--- src/rtl/opdec_pkg.sv ---
// Purpose: Shared types and constants for the logic and move opcode decoder.
// Assumes: One core clock; opcodes arrive with their operand bytes.
// Notes:   Opcode encodings stay literal in the decode table itself.
package opdec_pkg;

  // Instruction lengths in bytes and machine cycles.
  localparam logic [1:0] LEN_ONE   = 2'h1;
  localparam logic [1:0] LEN_TWO   = 2'h2;
  localparam logic [1:0] LEN_THREE = 2'h3;
  localparam logic [1:0] CYC_ONE   = 2'h1;
  localparam logic [1:0] CYC_TWO   = 2'h2;

  // Direct address of the accumulator special-function register.
  localparam logic [7:0] ACC_SFR_ADDR = 8'he0;
  // Bit of a direct address that selects the special-function space.
  localparam int         SFR_SPACE_BIT = 7;
  // Field positions inside the opcode.
  localparam int         REG_FIELD_MSB = 2;
  localparam int         IND_FIELD_BIT = 0;

  // Values after reset.
  localparam logic [7:0]  BYTE_RESET = 8'h00;
  localparam logic [15:0] WORD_RESET = 16'h0000;

  typedef enum logic [2:0] {
    ST_IDLE = 3'b001,
    ST_ONE  = 3'b010,
    ST_TWO  = 3'b100
  } state_t;

  typedef enum logic [3:0] {
    FN_NONE  = 4'h0,
    FN_AND   = 4'h1,
    FN_OR    = 4'h2,
    FN_XOR   = 4'h3,
    FN_CLR   = 4'h4,
    FN_CPL   = 4'h5,
    FN_RL    = 4'h6,
    FN_RLC   = 4'h7,
    FN_RR    = 4'h8,
    FN_RRC   = 4'h9,
    FN_SWAP  = 4'ha,
    FN_MOVE  = 4'hb,
    FN_XCH   = 4'hc,
    FN_LOW_DIGIT_EXCHANGE_OP  = 4'hd
  } func_t;

  typedef enum logic [3:0] {
    SRC_NONE     = 4'h0,
    SRC_ACC      = 4'h1,
    SRC_REG      = 4'h2,
    SRC_DIRECT   = 4'h3,
    SRC_INDIRECT = 4'h4,
    SRC_IMM      = 4'h5,
    SRC_IMM3     = 4'h6,
    SRC_CODE_DP  = 4'h7,
    SRC_CODE_PC  = 4'h8,
    SRC_EXT8     = 4'h9,
    SRC_EXT16    = 4'ha,
    SRC_STACK    = 4'hb
  } src_t;

  typedef enum logic [3:0] {
    DST_NONE     = 4'h0,
    DST_ACC      = 4'h1,
    DST_REG      = 4'h2,
    DST_DIRECT   = 4'h3,
    DST_DIRECT3  = 4'h4,
    DST_INDIRECT = 4'h5,
    DST_EXT8     = 4'h6,
    DST_EXT16    = 4'h7,
    DST_STACK    = 4'h8,
    DST_DATA_POINTER     = 4'h9
  } dst_t;

endpackage

--- src/rtl/acc_unit.sv ---
// Purpose: Byte logic, rotate and move results for the decoder.
// Assumes: Pure combinational; a is the destination value, b the source.
// Notes:   Carry changes only for the rotates through carry.
`timescale 1ns/1ps
module acc_unit (
  // Operation and operands
  input  wire opdec_pkg::func_t func,
  input  wire logic [7:0]       a,
  input  wire logic [7:0]       b,
  input  wire logic             carry_in,
  // Results
  output logic [7:0]            res,
  output logic                  carry_out,
  output logic                  carry_we
);

  always_comb begin
    res       = a;
    carry_out = carry_in;
    carry_we  = 1'b0;
    case (func)
      opdec_pkg::FN_AND:  res = a & b;
      opdec_pkg::FN_OR:   res = a | b;
      opdec_pkg::FN_XOR:  res = a ^ b;
      opdec_pkg::FN_CLR:  res = 8'h00;
      opdec_pkg::FN_CPL:  res = ~a;
      opdec_pkg::FN_RL:   res = {a[6:0], a[7]};
      opdec_pkg::FN_RR:   res = {a[0], a[7:1]};
      opdec_pkg::FN_RLC: begin
        res       = {a[6:0], carry_in};
        carry_out = a[7];
        carry_we  = 1'b1;
      end
      opdec_pkg::FN_RRC: begin
        res       = {carry_in, a[7:1]};
        carry_out = a[0];
        carry_we  = 1'b1;
      end
      opdec_pkg::FN_SWAP: res = {a[3:0], a[7:4]};
      opdec_pkg::FN_MOVE: res = b;
      opdec_pkg::FN_XCH:  res = b;
      opdec_pkg::FN_LOW_DIGIT_EXCHANGE_OP: res = {a[7:4], b[3:0]};
      default:            res = a;
    endcase
  end

endmodule // acc_unit

--- src/rtl/opdec.sv ---
// Purpose: Decode and time logic, rotate, move and exchange opcodes.
// Assumes: Operand bytes and the source byte are valid with op_valid.
// Notes:   Results are captured at acceptance and held until done.
`timescale 1ns/1ps

module opdec (
  // Clock and reset
  input  wire logic        mclk,
  input  wire logic        rst_b,
  // Instruction in
  input  wire logic        op_valid,
  output logic             op_ready,
  input  wire logic [7:0]  opcode,
  input  wire logic [7:0]  op_byte2,
  input  wire logic [7:0]  op_byte3,
  // Core state in
  input  wire logic [7:0]  acc_in,
  input  wire logic [7:0]  mem_in,
  input  wire logic [7:0]  ri_in,
  input  wire logic [7:0]  sp_in,
  input  wire logic [15:0] data_pointer_in,
  input  wire logic [15:0] pc_in,
  input  wire logic        carry_in,
  // Decode results
  output logic             exec_done,
  output logic             known,
  output logic             illegal,
  output logic [1:0]       len,
  output logic [1:0]       cycles,
  output opdec_pkg::src_t  src,
  output opdec_pkg::dst_t  dst,
  output logic [2:0]       reg_sel,
  output logic             addr_sfr,
  // Addresses and data
  output logic [15:0]      src_addr,
  output logic [7:0]       dst_addr,
  output logic [7:0]       acc_out,
  output logic [7:0]       wr_data,
  output logic             carry_out,
  output logic [7:0]       sp_out,
  output logic [15:0]      data_pointer_out,
  // Write strobes, high in the last cycle only
  output logic             acc_we,
  output logic             wr_we,
  output logic             carry_we,
  output logic             sp_we,
  output logic             data_pointer_we
);

  typedef struct packed {
    opdec_pkg::func_t func;
    opdec_pkg::src_t  src;
    opdec_pkg::dst_t  dst;
    logic [1:0]       len;
    logic [1:0]       cyc;
    logic             wb_src;
    logic             known;
  } dec_t;

  typedef struct packed {
    opdec_pkg::state_t st;
    dec_t              d;
    logic              illegal;
    logic [2:0]        reg_sel;
    logic              addr_sfr;
    logic [15:0]       src_addr;
    logic [7:0]        dst_addr;
    logic [7:0]        acc_out;
    logic [7:0]        wr_data;
    logic              carry_out;
    logic              carry_we;
    logic [7:0]        sp_out;
    logic              sp_we;
    logic [15:0]       data_pointer_out;
  } regs_t;

  regs_t            r_reg;
  regs_t            r_next;
  dec_t             dec;
  logic [7:0]       a_val;
  logic [7:0]       b_val;
  logic [7:0]       unit_res;
  logic             unit_c;
  logic             unit_cwe;
  logic             accept;

  function automatic dec_t mk(input opdec_pkg::func_t f,
                              input opdec_pkg::src_t s,
                              input opdec_pkg::dst_t d,
                              input logic [1:0] l,
                              input logic [1:0] c);
    mk.func   = f;
    mk.src    = s;
    mk.dst    = d;
    mk.len    = l;
    mk.cyc    = c;
    mk.wb_src = 1'b0;
    mk.known  = 1'b1;
  endfunction

  // Opcode table; register forms set bit 3 and use the low three bits.
  always_comb begin
    dec = mk(opdec_pkg::FN_NONE, opdec_pkg::SRC_NONE, opdec_pkg::DST_NONE,
             opdec_pkg::LEN_ONE, opdec_pkg::CYC_ONE);
    dec.known = 1'b0;
    casez (opcode)
      8'h5?, 8'h4?, 8'h6?: begin
        case (opcode[7:4])
          4'h5:    dec.func = opdec_pkg::FN_AND;
          4'h4:    dec.func = opdec_pkg::FN_OR;
          default: dec.func = opdec_pkg::FN_XOR;
        endcase
        dec.known = 1'b1;
        dec.len   = opdec_pkg::LEN_TWO;
        dec.cyc   = opdec_pkg::CYC_ONE;
        if (opcode[3]) begin
          dec.src = opdec_pkg::SRC_REG;
          dec.dst = opdec_pkg::DST_ACC;
          dec.len = opdec_pkg::LEN_ONE;
        end else begin
          case (opcode[2:0])
            3'h2: begin
              dec.src = opdec_pkg::SRC_ACC;
              dec.dst = opdec_pkg::DST_DIRECT;
            end
            3'h3: begin
              dec.src = opdec_pkg::SRC_IMM3;
              dec.dst = opdec_pkg::DST_DIRECT;
              dec.len = opdec_pkg::LEN_THREE;
              dec.cyc = opdec_pkg::CYC_TWO;
            end
            3'h4: begin
              dec.src = opdec_pkg::SRC_IMM;
              dec.dst = opdec_pkg::DST_ACC;
            end
            3'h5: begin
              dec.src = opdec_pkg::SRC_DIRECT;
              dec.dst = opdec_pkg::DST_ACC;
            end
            3'h6, 3'h7: begin
              dec.src = opdec_pkg::SRC_INDIRECT;
              dec.dst = opdec_pkg::DST_ACC;
              dec.len = opdec_pkg::LEN_ONE;
            end
            default: begin
              dec.known = 1'b0;
              dec.func  = opdec_pkg::FN_NONE;
              dec.len   = opdec_pkg::LEN_ONE;
            end
          endcase
        end
      end
      8'he4: dec = mk(opdec_pkg::FN_CLR, opdec_pkg::SRC_ACC,
                      opdec_pkg::DST_ACC, opdec_pkg::LEN_ONE,
                      opdec_pkg::CYC_ONE);
      8'hf4: dec = mk(opdec_pkg::FN_CPL, opdec_pkg::SRC_ACC,
                      opdec_pkg::DST_ACC, opdec_pkg::LEN_ONE,
                      opdec_pkg::CYC_ONE);
      8'h23, 8'h33, 8'h03, 8'h13, 8'hc4: begin
        dec = mk(opdec_pkg::FN_SWAP, opdec_pkg::SRC_ACC, opdec_pkg::DST_ACC,
                 opdec_pkg::LEN_ONE, opdec_pkg::CYC_ONE);
        case (opcode[5:4])
          2'h2:    dec.func = opdec_pkg::FN_RL;
          2'h3:    dec.func = opdec_pkg::FN_RLC;
          2'h0:    dec.func = opdec_pkg::FN_RR;
          2'h1:    dec.func = opdec_pkg::FN_RRC;
          default: dec.func = opdec_pkg::FN_SWAP;
        endcase
        if (opcode[7])
          dec.func = opdec_pkg::FN_SWAP;
      end
      8'he1, 8'hf1, 8'he2, 8'he3, 8'he0: ;
      8'he?: begin
        dec = mk(opdec_pkg::FN_MOVE, opdec_pkg::SRC_REG, opdec_pkg::DST_ACC,
                 opdec_pkg::LEN_ONE, opdec_pkg::CYC_ONE);
        if (opcode == 8'he5) begin
          dec.src = opdec_pkg::SRC_DIRECT;
          dec.len = opdec_pkg::LEN_TWO;
        end else if (!opcode[3])
          dec.src = opdec_pkg::SRC_INDIRECT;
      end
      8'h74: dec = mk(opdec_pkg::FN_MOVE, opdec_pkg::SRC_IMM,
                      opdec_pkg::DST_ACC, opdec_pkg::LEN_TWO,
                      opdec_pkg::CYC_ONE);
      8'hf5: dec = mk(opdec_pkg::FN_MOVE, opdec_pkg::SRC_ACC,
                      opdec_pkg::DST_DIRECT, opdec_pkg::LEN_TWO,
                      opdec_pkg::CYC_ONE);
      8'hf?: dec = mk(opdec_pkg::FN_MOVE, opdec_pkg::SRC_ACC,
                      opcode[3] ? opdec_pkg::DST_REG : opdec_pkg::DST_INDIRECT,
                      opdec_pkg::LEN_ONE, opdec_pkg::CYC_ONE);
      8'ha6, 8'ha7, 8'b1010_1???:
        dec = mk(opdec_pkg::FN_MOVE, opdec_pkg::SRC_DIRECT,
                 opcode[3] ? opdec_pkg::DST_REG : opdec_pkg::DST_INDIRECT,
                 opdec_pkg::LEN_TWO, opdec_pkg::CYC_TWO);
      8'h76, 8'h77, 8'b0111_1???:
        dec = mk(opdec_pkg::FN_MOVE, opdec_pkg::SRC_IMM,
                 opcode[3] ? opdec_pkg::DST_REG : opdec_pkg::DST_INDIRECT,
                 opdec_pkg::LEN_TWO, opdec_pkg::CYC_ONE);
      8'h86, 8'h87, 8'b1000_1???:
        dec = mk(opdec_pkg::FN_MOVE,
                 opcode[3] ? opdec_pkg::SRC_REG : opdec_pkg::SRC_INDIRECT,
                 opdec_pkg::DST_DIRECT, opdec_pkg::LEN_TWO,
                 opdec_pkg::CYC_TWO);
      8'h75: dec = mk(opdec_pkg::FN_MOVE, opdec_pkg::SRC_IMM3,
                      opdec_pkg::DST_DIRECT, opdec_pkg::LEN_THREE,
                      opdec_pkg::CYC_TWO);
      8'h85: dec = mk(opdec_pkg::FN_MOVE, opdec_pkg::SRC_DIRECT,
                      opdec_pkg::DST_DIRECT3, opdec_pkg::LEN_THREE,
                      opdec_pkg::CYC_TWO);
      8'h90: dec = mk(opdec_pkg::FN_NONE, opdec_pkg::SRC_IMM,
                      opdec_pkg::DST_DATA_POINTER, opdec_pkg::LEN_THREE,
                      opdec_pkg::CYC_TWO);
      8'h93, 8'h83:
        dec = mk(opdec_pkg::FN_MOVE,
                 opcode[4] ? opdec_pkg::SRC_CODE_DP : opdec_pkg::SRC_CODE_PC,
                 opdec_pkg::DST_ACC, opdec_pkg::LEN_ONE,
                 opdec_pkg::CYC_TWO);
      8'hc0: dec = mk(opdec_pkg::FN_MOVE, opdec_pkg::SRC_DIRECT,
                      opdec_pkg::DST_STACK, opdec_pkg::LEN_TWO,
                      opdec_pkg::CYC_TWO);
      8'hd0: dec = mk(opdec_pkg::FN_MOVE, opdec_pkg::SRC_STACK,
                      opdec_pkg::DST_DIRECT, opdec_pkg::LEN_TWO,
                      opdec_pkg::CYC_TWO);
      8'hc5, 8'hc6, 8'hc7, 8'b1100_1???: begin
        dec = mk(opdec_pkg::FN_XCH, opdec_pkg::SRC_REG, opdec_pkg::DST_ACC,
                 opdec_pkg::LEN_ONE, opdec_pkg::CYC_ONE);
        dec.wb_src = 1'b1;
        if (opcode == 8'hc5) begin
          dec.src = opdec_pkg::SRC_DIRECT;
          dec.len = opdec_pkg::LEN_TWO;
        end else if (!opcode[3])
          dec.src = opdec_pkg::SRC_INDIRECT;
      end
      8'hd6, 8'hd7: begin
        dec = mk(opdec_pkg::FN_LOW_DIGIT_EXCHANGE_OP, opdec_pkg::SRC_INDIRECT,
                 opdec_pkg::DST_ACC, opdec_pkg::LEN_ONE, opdec_pkg::CYC_ONE);
        dec.wb_src = 1'b1;
      end
      default: ;
    endcase
    // External RAM moves share one pattern: bit 4 of the high nibble
    // selects write, bit 1 selects the eight-bit indirect address.
    if (opcode == 8'he0 || opcode == 8'he2 || opcode == 8'he3)
      dec = mk(opdec_pkg::FN_MOVE,
               opcode[1] ? opdec_pkg::SRC_EXT8 : opdec_pkg::SRC_EXT16,
               opdec_pkg::DST_ACC, opdec_pkg::LEN_ONE,
               opdec_pkg::CYC_TWO);
    if (opcode == 8'hf0 || opcode == 8'hf2 || opcode == 8'hf3)
      dec = mk(opdec_pkg::FN_MOVE, opdec_pkg::SRC_ACC,
               opcode[1] ? opdec_pkg::DST_EXT8 : opdec_pkg::DST_EXT16,
               opdec_pkg::LEN_ONE, opdec_pkg::CYC_TWO);
  end

  // Logic into a direct byte combines the byte itself with A or data.
  always_comb begin
    a_val = acc_in;
    if (dec.dst == opdec_pkg::DST_DIRECT && dec.func != opdec_pkg::FN_MOVE)
      a_val = mem_in;
    case (dec.src)
      opdec_pkg::SRC_ACC:  b_val = acc_in;
      opdec_pkg::SRC_IMM:  b_val = op_byte2;
      opdec_pkg::SRC_IMM3: b_val = op_byte3;
      default:             b_val = mem_in;
    endcase
  end

  acc_unit u_acc_unit (
    .func      (dec.func),
    .a         (a_val),
    .b         (b_val),
    .carry_in  (carry_in),
    .res       (unit_res),
    .carry_out (unit_c),
    .carry_we  (unit_cwe)
  );

  assign op_ready = (r_reg.st != opdec_pkg::ST_ONE) ||
                    (r_reg.d.cyc == opdec_pkg::CYC_ONE);
  assign accept   = op_valid && op_ready;

  always_comb begin
    r_next = r_reg;
    case (r_reg.st)
      opdec_pkg::ST_ONE:
        r_next.st = (r_reg.d.cyc == opdec_pkg::CYC_TWO) ?
                    opdec_pkg::ST_TWO : opdec_pkg::ST_IDLE;
      opdec_pkg::ST_TWO:  r_next.st = opdec_pkg::ST_IDLE;
      opdec_pkg::ST_IDLE: r_next.st = opdec_pkg::ST_IDLE;
      default:            r_next.st = opdec_pkg::ST_IDLE;
    endcase
    if (accept) begin
      r_next.st       = opdec_pkg::ST_ONE;
      r_next.d        = dec;
      r_next.illegal  = !dec.known ||
                        (opcode == 8'he5 &&
                         op_byte2 == opdec_pkg::ACC_SFR_ADDR);
      r_next.reg_sel  = (dec.src == opdec_pkg::SRC_REG ||
                         dec.dst == opdec_pkg::DST_REG) ?
                        opcode[opdec_pkg::REG_FIELD_MSB:0] :
                        {2'h0, opcode[opdec_pkg::IND_FIELD_BIT]};
      r_next.addr_sfr = op_byte2[opdec_pkg::SFR_SPACE_BIT];
      case (dec.src)
        opdec_pkg::SRC_DIRECT:   r_next.src_addr = {8'h00, op_byte2};
        opdec_pkg::SRC_INDIRECT: r_next.src_addr = {8'h00, ri_in};
        opdec_pkg::SRC_EXT8:     r_next.src_addr = {8'h00, ri_in};
        opdec_pkg::SRC_EXT16:    r_next.src_addr = data_pointer_in;
        opdec_pkg::SRC_CODE_DP:
          r_next.src_addr = data_pointer_in + {8'h00, acc_in};
        opdec_pkg::SRC_CODE_PC:
          r_next.src_addr = pc_in + {8'h00, acc_in};
        opdec_pkg::SRC_STACK:    r_next.src_addr = {8'h00, sp_in};
        default:                 r_next.src_addr = opdec_pkg::WORD_RESET;
      endcase
      case (dec.dst)
        opdec_pkg::DST_DIRECT:   r_next.dst_addr = op_byte2;
        opdec_pkg::DST_DIRECT3:  r_next.dst_addr = op_byte3;
        opdec_pkg::DST_INDIRECT: r_next.dst_addr = ri_in;
        opdec_pkg::DST_EXT8:     r_next.dst_addr = ri_in;
        opdec_pkg::DST_STACK:    r_next.dst_addr = sp_in + 8'h01;
        default:                 r_next.dst_addr = opdec_pkg::BYTE_RESET;
      endcase
      r_next.acc_out = unit_res;
      case (dec.func)
        opdec_pkg::FN_XCH:  r_next.wr_data = acc_in;
        opdec_pkg::FN_LOW_DIGIT_EXCHANGE_OP:
          r_next.wr_data = {mem_in[7:4], acc_in[3:0]};
        default:            r_next.wr_data = unit_res;
      endcase
      r_next.carry_out = unit_c;
      r_next.carry_we  = unit_cwe && dec.known;
      r_next.sp_we     = dec.src == opdec_pkg::SRC_STACK ||
                         dec.dst == opdec_pkg::DST_STACK;
      r_next.sp_out    = (dec.dst == opdec_pkg::DST_STACK) ?
                         sp_in + 8'h01 : sp_in - 8'h01;
      r_next.data_pointer_out  = {op_byte2, op_byte3};
    end
  end

  always_ff @(posedge mclk or negedge rst_b) begin
    if (!rst_b) begin
      r_reg       <= '0;
      r_reg.st    <= opdec_pkg::ST_IDLE;
      r_reg.d.len <= opdec_pkg::LEN_ONE;
      r_reg.d.cyc <= opdec_pkg::CYC_ONE;
    end else begin
      r_reg <= r_next;
    end
  end

  // Strobes fire once, in the last machine cycle, so that the partner
  // never sees a write before the fetch of a two-cycle source completes.
  assign exec_done = (r_reg.st == opdec_pkg::ST_TWO) ||
                     (r_reg.st == opdec_pkg::ST_ONE &&
                      r_reg.d.cyc == opdec_pkg::CYC_ONE);
  assign acc_we    = exec_done && r_reg.d.dst == opdec_pkg::DST_ACC;
  assign wr_we     = exec_done && (r_reg.d.wb_src ||
                     (r_reg.d.dst != opdec_pkg::DST_ACC &&
                      r_reg.d.dst != opdec_pkg::DST_NONE &&
                      r_reg.d.dst != opdec_pkg::DST_DATA_POINTER));
  assign carry_we  = exec_done && r_reg.carry_we;
  assign sp_we     = exec_done && r_reg.sp_we;
  assign data_pointer_we   = exec_done && r_reg.d.dst == opdec_pkg::DST_DATA_POINTER;

  assign known     = r_reg.d.known;
  assign illegal   = r_reg.illegal;
  assign len       = r_reg.d.len;
  assign cycles    = r_reg.d.cyc;
  assign src       = r_reg.d.src;
  assign dst       = r_reg.d.dst;
  assign reg_sel   = r_reg.reg_sel;
  assign addr_sfr  = r_reg.addr_sfr;
  assign src_addr  = r_reg.src_addr;
  assign dst_addr  = r_reg.dst_addr;
  assign acc_out   = r_reg.acc_out;
  assign wr_data   = r_reg.wr_data;
  assign carry_out = r_reg.carry_out;
  assign sp_out    = r_reg.sp_out;
  assign data_pointer_out  = r_reg.data_pointer_out;

endmodule // opdec

--- config.mk ---
export PLATFORM = sky130hd
export DESIGN_NAME = opdec
export DESIGN_NICKNAME = d
export VERILOG_FILES = /design/src/rtl/opdec_pkg.sv /design/src/rtl/acc_unit.sv /design/src/rtl/opdec.sv
export SDC_FILE = /design/constraint.sdc
export NUM_CORES = 1
export LEC_CHECK = 0
export BUFFER_PORTS_ARGS = -buffer_cell sky130_fd_sc_hd__buf_2
export CELL_PAD_IN_SITES_DETAIL_PLACEMENT = 1
export CELL_PAD_IN_SITES_GLOBAL_PLACEMENT = 1
export CORE_MARGIN = 5
export CORE_UTILIZATION = 35
export DETAILED_ROUTE_END_ITERATION = 10
export PLACE_DENSITY_LB_ADDON = 0.15
export SETUP_SLACK_MARGIN = 0.5
export SLEW_MARGIN = 0
export SYNTH_ARGS = -nofsm -noshare
export SYNTH_HDL_FRONTEND = slang
export SYNTH_SLANG_ARGS = --single-unit
--- constraint.sdc ---
create_clock -name mclk -period 3.55 [get_ports mclk]
set_clock_uncertainty 0.2 [all_clocks]
set_input_delay 0.5325 -clock mclk [delete_from_list [all_inputs] [get_ports mclk]]
set_output_delay 0.5325 -clock mclk [all_outputs]
set_load 0.02 [all_outputs]
# Yosys cells after proc, flatten, opt, wreduce, memory -nomap -nowiden
# Cells that the tools add are included.
# classes
addsub	4
n_eq_ne	95
mux	45
bitwise	4
reduce_logical	46
# op_table
operator	count
8-bit == test (second input constant)	29
16-bit case mux with 12 select lines	1
16-bit case mux with 6 select lines	1
8-bit case mux with 12 select lines	1
93-bit 2-to-1 mux	1
16-bit case mux with 5 select lines	1
4-bit by 3-bit == test with 1-bit output (second input constant)	14
4-bit == test (second input constant)	14
16-bit case mux with 3 select lines	1
18-bit 2-to-1 mux	2
7-bit case mux with 5 select lines	1
16-bit by 8-bit adder with 16-bit output	2
8-bit by 7-bit == test with 1-bit output (second input constant)	4
8-bit case mux with 4 select lines	1
4-bit by 2-bit == test with 1-bit output (second input constant)	6
4-bit 2-to-1 mux	6
8-bit case mux with 3 select lines	1
23-bit OR reduction	1
3-bit OR reduction	6
8-bit by 6-bit == test with 1-bit output (second input constant)	2
8-bit 2-to-1 mux	2
4-bit case mux with 4 select lines	1
8-bit case mux with 2 select lines	1
3-bit == test (second input constant)	5
35 further kinds	90
# word_totals
regBits	93
input_bits	92
out_inout_bits	90
word_cells	214

# Longest topological paths before layout
# depth
depth_word	14
ltp_mapped	20
depth_no_buf	17

# Modules after synthesis
# A second synthesis with hierarchy kept.
# unflattened
cells_unflattened	1100
hier_area_um2	8424.3
# by_module_without_submodules
mod	instances	cells_per_inst	area_per_inst_um2	seq_area_each_um2
opdec	1	908	7111.8	2205.9
acc_unit	1	192	1312.5	0.0

# Worst setup path before layout
# No wires, ideal clock.
# synth_path
path_kind	input-to-reg
from	input port opcode[5]
to	register r_reg, in the netlist src_addr[12]
setup_ps	140
t_arrival_ps	4350
required_ps	3210
setup_slack_ps	-1140
stages	20
n_path_buf	4
path_cell_list	buf_2 > buf_2 > nor2_1 > nand3_1 > clkbuf_1 > clkbuf_1 > nand2_1 > nand2_1 > ha_1 > inv_1 > fa_1 > nand3b_1 > a21boi_0 > o21ai_0 > a211oi_1 > and3_1 > xnor2_1 > nor2_1 > a221oi_1 > o21ai_0
# synth_between
elab_chain_cells	10
elab_cells_between_ends	74
classes_between	52 x eq/ne; 8 x mux; 14 x reduce/logical
# synth_rtl
element	line	rtl
from (decl)	opdec.sv:13	input wire logic [7:0] opcode,
8-bit == test, or another cell as far along	opdec.sv:106, opdec.sv:228	
4-bit OR reduction, or another cell as far along	n/a	
16-bit case mux with 12 select lines	opdec.sv:106	casez (opcode)
16-bit case mux with 3 select lines	opdec.sv:106	
16-bit case mux with 5 select lines	opdec.sv:106	
18-bit 2-to-1 mux	opdec.sv:243	if (opcode == 8'he0 || opcode == 8'he2 || opcode == 8'he3)
18-bit 2-to-1 mux (*)	opdec.sv:248	if (opcode == 8'hf0 || opcode == 8'hf2 || opcode == 8'hf3)
4-bit == test or 4-bit by 3-bit == test with 1-bit output (tied branches)	opdec.sv:302	case (dec.src)
2-bit OR reduction (no source line)	n/a	
16-bit case mux with 6 select lines (*)	opdec.sv:302	
to (signal assigned)	opdec.sv:346	r_reg <= r_next;
to (decl)	opdec.sv:77	regs_t r_reg;
# Every way passes the cells marked *; elsewhere a longest branch is shown, timed or not.
# A chain may end at the register's enable or synchronous reset.

# Final worst setup path
# layout_path
from	input port opcode[2]
to	register r_reg, in the netlist acc_out[7]
# layout_between
elab_chain_cells	12
elab_cells_between_ends	94
classes_between	60 x eq/ne; 14 x mux; 4 x bitwise; 16 x reduce/logical
# layout_rtl
element	line	rtl
8-bit == test, or another cell as far along	opdec.sv:106, opdec.sv:228	
4-bit OR reduction, or another cell as far along	n/a	
16-bit case mux with 12 select lines, or another cell as far along	opdec.sv:106	
16-bit case mux with 3 select lines, or another cell as far along	opdec.sv:106	
16-bit case mux with 5 select lines	opdec.sv:106	
18-bit 2-to-1 mux	opdec.sv:243	
18-bit 2-to-1 mux (*)	opdec.sv:248	
4-bit by 2-bit == test with 1-bit output or 4-bit != test (tied branches)	opdec.sv:257	if (dec.dst == opdec_pkg::DST_DIRECT && dec.func != opdec_pkg::FN_MOVE)
1-bit logical AND	opdec.sv:257	
8-bit 2-to-1 mux	opdec.sv:257	
8-bit XOR, or another cell as far along	acc_unit.sv:24	opdec_pkg::FN_XOR: res = a ^ b;
8-bit case mux with 12 select lines (*)	acc_unit.sv:21	case (func)
# Marks and branches as above.

==> out/results.md <==
| Item | Reported | Unit |
| --- | --- | --- |
| Remaining DRCs | 0 | - |
| Cell count after synthesis | 1052 | - |
| Reported leakage power | 0.00557 | uW |
| Kind of start point of the critical path | input pin | - |
| FP Rows | 56 | - |
| Shortest clock period the worst path allows after layout | 3930 | ps |
| Clock tree from TritonCTS | done | - |
| Post-placement cell area | 10700 | um2 |
| Relative slew slack | 62.4 | % |
| Highest cell delay on the worst timing path | 310 | ps |
| Fmax | 254 | MHz |
| Count of state elements after synthesis | 88 | - |
| Placeable core area | 23300 | um2 |
| Synthesized Nets | 1173 | - |
| Final period utilization | 111 | % |
| Number of buffers inserted by port buffering | 181 | - |
| Clock Path Buffers | 2 | - |
| Via-per-instance ratio | 5.57 | - |
| Final estimated routing congestion in global placement | 0.928 | - |
| Hold buffers post-CTS | 0 | - |
| Crit path kind | input pin to register | - |
| Total Power | 3880 | uW |
| Final non-filler cell area | 12100 | um2 |
| Number of failing hold endpoints at the final stage | 3 | - |
| Cell area power density | 322 | nW/um2 |
| Worst Setup End Kind | register | - |
| Post-synthesis cell type count | 94 | - |
| Share of async-settable or async-resettable flops after synthesis | 100 | % |
| Initial standard-cell utilization of the core | 35.3 | % |
| Die extent in x | 163 | um |
| Total clock buffers created by CTS | 9 | - |
| Diode insertion count for antenna repair | 0 | - |
| Number of enable flip-flop cells after synthesis | 0 | - |
| Average routed wire per standard cell | 22.8 | um |
| Req. time, crit path | 3630 | ps |
| Number of warning messages in the yosys log | 0 | - |
| Total Die Area | 26700 | um2 |
| Depth of the most critical reg-to-reg path | 7 | - |
| Failing checks | negative hold slack, negative setup slack | - |
| Number of vias in the routed layout | 9462 | - |
| Ordered list of cells on the worst path | buf_2, buf_6, buf_4, and4bb_2, buf_4, nand2_1, o311a_1, o2111ai_4, buf_6, o21ai_4, buf_4, o32ai_2, a31o_4, inv_2, ha_4, or3_1, o32a_1, o211ai_1, a221oi_1, o211ai_1, a21oi_1, o21ai_1 | - |
| Area Overhead vs Synth | 46.5 | % |
| Antenna violations before repair | 0 | - |
| Cell repeated most along the worst path | sky130_fd_sc_hd__buf_4 | - |
| Via count of the first global-routing pass | 9677 | - |
| Reg2reg start | cycles[0] | - |
| H-tree level count | 3 | - |
| Hold/Removal Path Class | input pin to asynchronous set/reset pin | - |
| Share of the yosys chip area belonging to registers | 26.8 | % |
| Clock tree root buffer cell | sky130_fd_sc_hd__clkbuf_16 | - |
| Max FFs per register | 16 | - |
| Share of cells above drive strength 1 | 46.6 | % |
| Antenna viol nets, final | 0 | - |
| Worst path setup slack after routing | -381 | ps |
| RSZ-0062 raised after global routing | yes | - |
| Maximum number of pins on one net before global-route repair | 89 | - |
| Post-route worst hold slack | -2.78 | ps |
| Maximum capacitance violations | 0 | - |
| Final number of setup-violating endpoints | 21 | - |
| Max rail drop VDD | 0.187 | mV |
| Chip Height | 163 | um |
| Crit path DAT | 4010 | ps |
| Endpoint of the worst-slack reg-to-reg timing path | wr_data[4] | - |
| Clock insertion delay at the later pin of the skew report | 350 | ps |
| Global-route total usage across every layer | 27.7 | % |
| Violation count after the first detailed-routing iteration | 632 | - |
| Clock slew seen by the registers of the worst setup and hold paths | 80 | ps |
| WL final | 38.6 | mm |
| Count of pins on the block boundary | 182 | - |
| Slack of the worst reg-to-reg path | 1410 | ps |
| Global-route wire length before repair | 56.9 | mm |
| Core occupancy in the finished layout | 51.6 | % |
| Initial DRT Pass Iterations | 5 | - |
| TritonCTS Sinks | 88 | - |
| Overall overflow remaining after global route | 0 | - |
| Least-Margin Pin Slew | 548 | ps |
| Dpl hpwl | 30.2 | mm |
| Post-Synthesis Mean Instance Area | 7.82 | um2 |
| Post-Route Setup TNS | -4730 | ps |
| Maximum fanout along the worst path | 9 | - |
| Fin nets | 1495 | - |
| Area of the mapped netlist | 8230 | um2 |
| Post-Place Setup Slack | -783 | ps |
| Max stage delay cell, worst path | sky130_fd_sc_hd__and4bb_2 | - |
| Status | complete, but fails checks | - |
| Predominant post-synthesis flop cell | sky130_fd_sc_hd__dfrtp_1 | - |
| Max Slew Vio Count | 0 | - |
==> cell usage after synthesis, drive strengths merged (13+ instances only) <==
master | count | area, um2
a21oi | 45 | 236
dfrtp | 85 | 2130
ha | 28 | 350
clkbuf | 33 | 125
nor3 | 18 | 106
a221oi | 21 | 184
inv | 34 | 128
nor2 | 88 | 330
xnor2 | 16 | 148
o21ai | 93 | 488
nand3 | 33 | 165
a221o | 13 | 141
buf | 104 | 741
nand2 | 181 | 679
==> final cells by class <==
cell class | instances | area (um2)
clock inverters | 4 | 30.0
inverters | 36 | 138
multi-input cells | 791 | 5950
flip-flops and latches | 88 | 2210
well taps | 319 | 399
fillers | 2941 | 11300
repair buffers | 448 | 3080
clock buffers | 12 | 246
==> placed cells by master, fill, tap and decap left out, types with 11 or more instances in the layout <==
cell,synthesis,routed
sky130_fd_sc_hd__ha_4,0,14
sky130_fd_sc_hd__nand2_1,181,166
sky130_fd_sc_hd__o21ai_1,9,30
sky130_fd_sc_hd__nand3_1,33,30
sky130_fd_sc_hd__dfrtp_1,85,85
sky130_fd_sc_hd__a221oi_2,0,13
sky130_fd_sc_hd__o21ai_0,82,52
sky130_fd_sc_hd__xnor2_1,15,13
sky130_fd_sc_hd__buf_4,82,239
sky130_fd_sc_hd__a221o_1,12,12
sky130_fd_sc_hd__mux2i_1,12,12
sky130_fd_sc_hd__nor3_1,16,15
sky130_fd_sc_hd__ha_1,28,13
sky130_fd_sc_hd__inv_1,32,26
sky130_fd_sc_hd__a21oi_1,42,34
sky130_fd_sc_hd__buf_6,3,27
sky130_fd_sc_hd__and3_1,12,11
sky130_fd_sc_hd__nor2_1,88,80
sky130_fd_sc_hd__buf_2,16,175
==> cells by family after synthesis <==
logic type,Yosys count,share of synthesized area [%]
compound gates,299,25.9
xor+xnor,27,2.97
fa+ha+maj,29,4.50
buf+inv,173,12.2
flops,88,26.8
mux,20,2.55
simple gates,416,25.1
==> timing repair <==
action                     CTS  global route
pin swaps                   53            49
setup endpoints to repair   36            43
setup buffers               20            20
resized for setup           83            92
==> stage by stage <==
stage / hold slack (ps) / instances
floorplan: 36.9 / 1052
global placement: 253 / 1642
detailed placement: 258 / 1642
CTS: 38.9 / 1678
global route: 60.6 / 1698
finish: -2.78 / 1698
==> worst max path at each step <==
stage	startpoint	slack, ps	depth (start not counted)	to
floorplan	opcode[1]	-350	17	wr_data[3]
global placement	opcode[3]	-690	17	wr_data[3]
detailed placement	opcode[3]	-780	18	acc_out[7]
CTS	opcode[0]	-340	16	acc_out[2]
global route	opcode[2]	-480	22	acc_out[7]
finish	opcode[2]	-380	22	acc_out[7]
==> routing by layer <==
layer	share of wire, %	track usage (%)	vias to the layer above
met2	47	45.6	302
li1	-	-	4379
met1	44	38.0	4734
met5	0	0	-
met4	1.9	6.60	0
met3	6.9	4.62	47
==> power by group <==
group          internal (uW)  switching [uW]  total, uW  leakage (uW)
logic                    707             998       1700       0.00433
clock network            498             448        946      0.000133
registers               1140            85.2       1220       0.00111
==> critical path, delay by kind of cell <==
family	cells	cell delay, ps
AO/OA/AOI/OAI	11	1690
AND/OR/NAND/NOR	3	730
buffers and inverters	7	900
adder cells (fa/ha/maj)	1	140
Note: power is estimated with default switching activity, not from simulation.
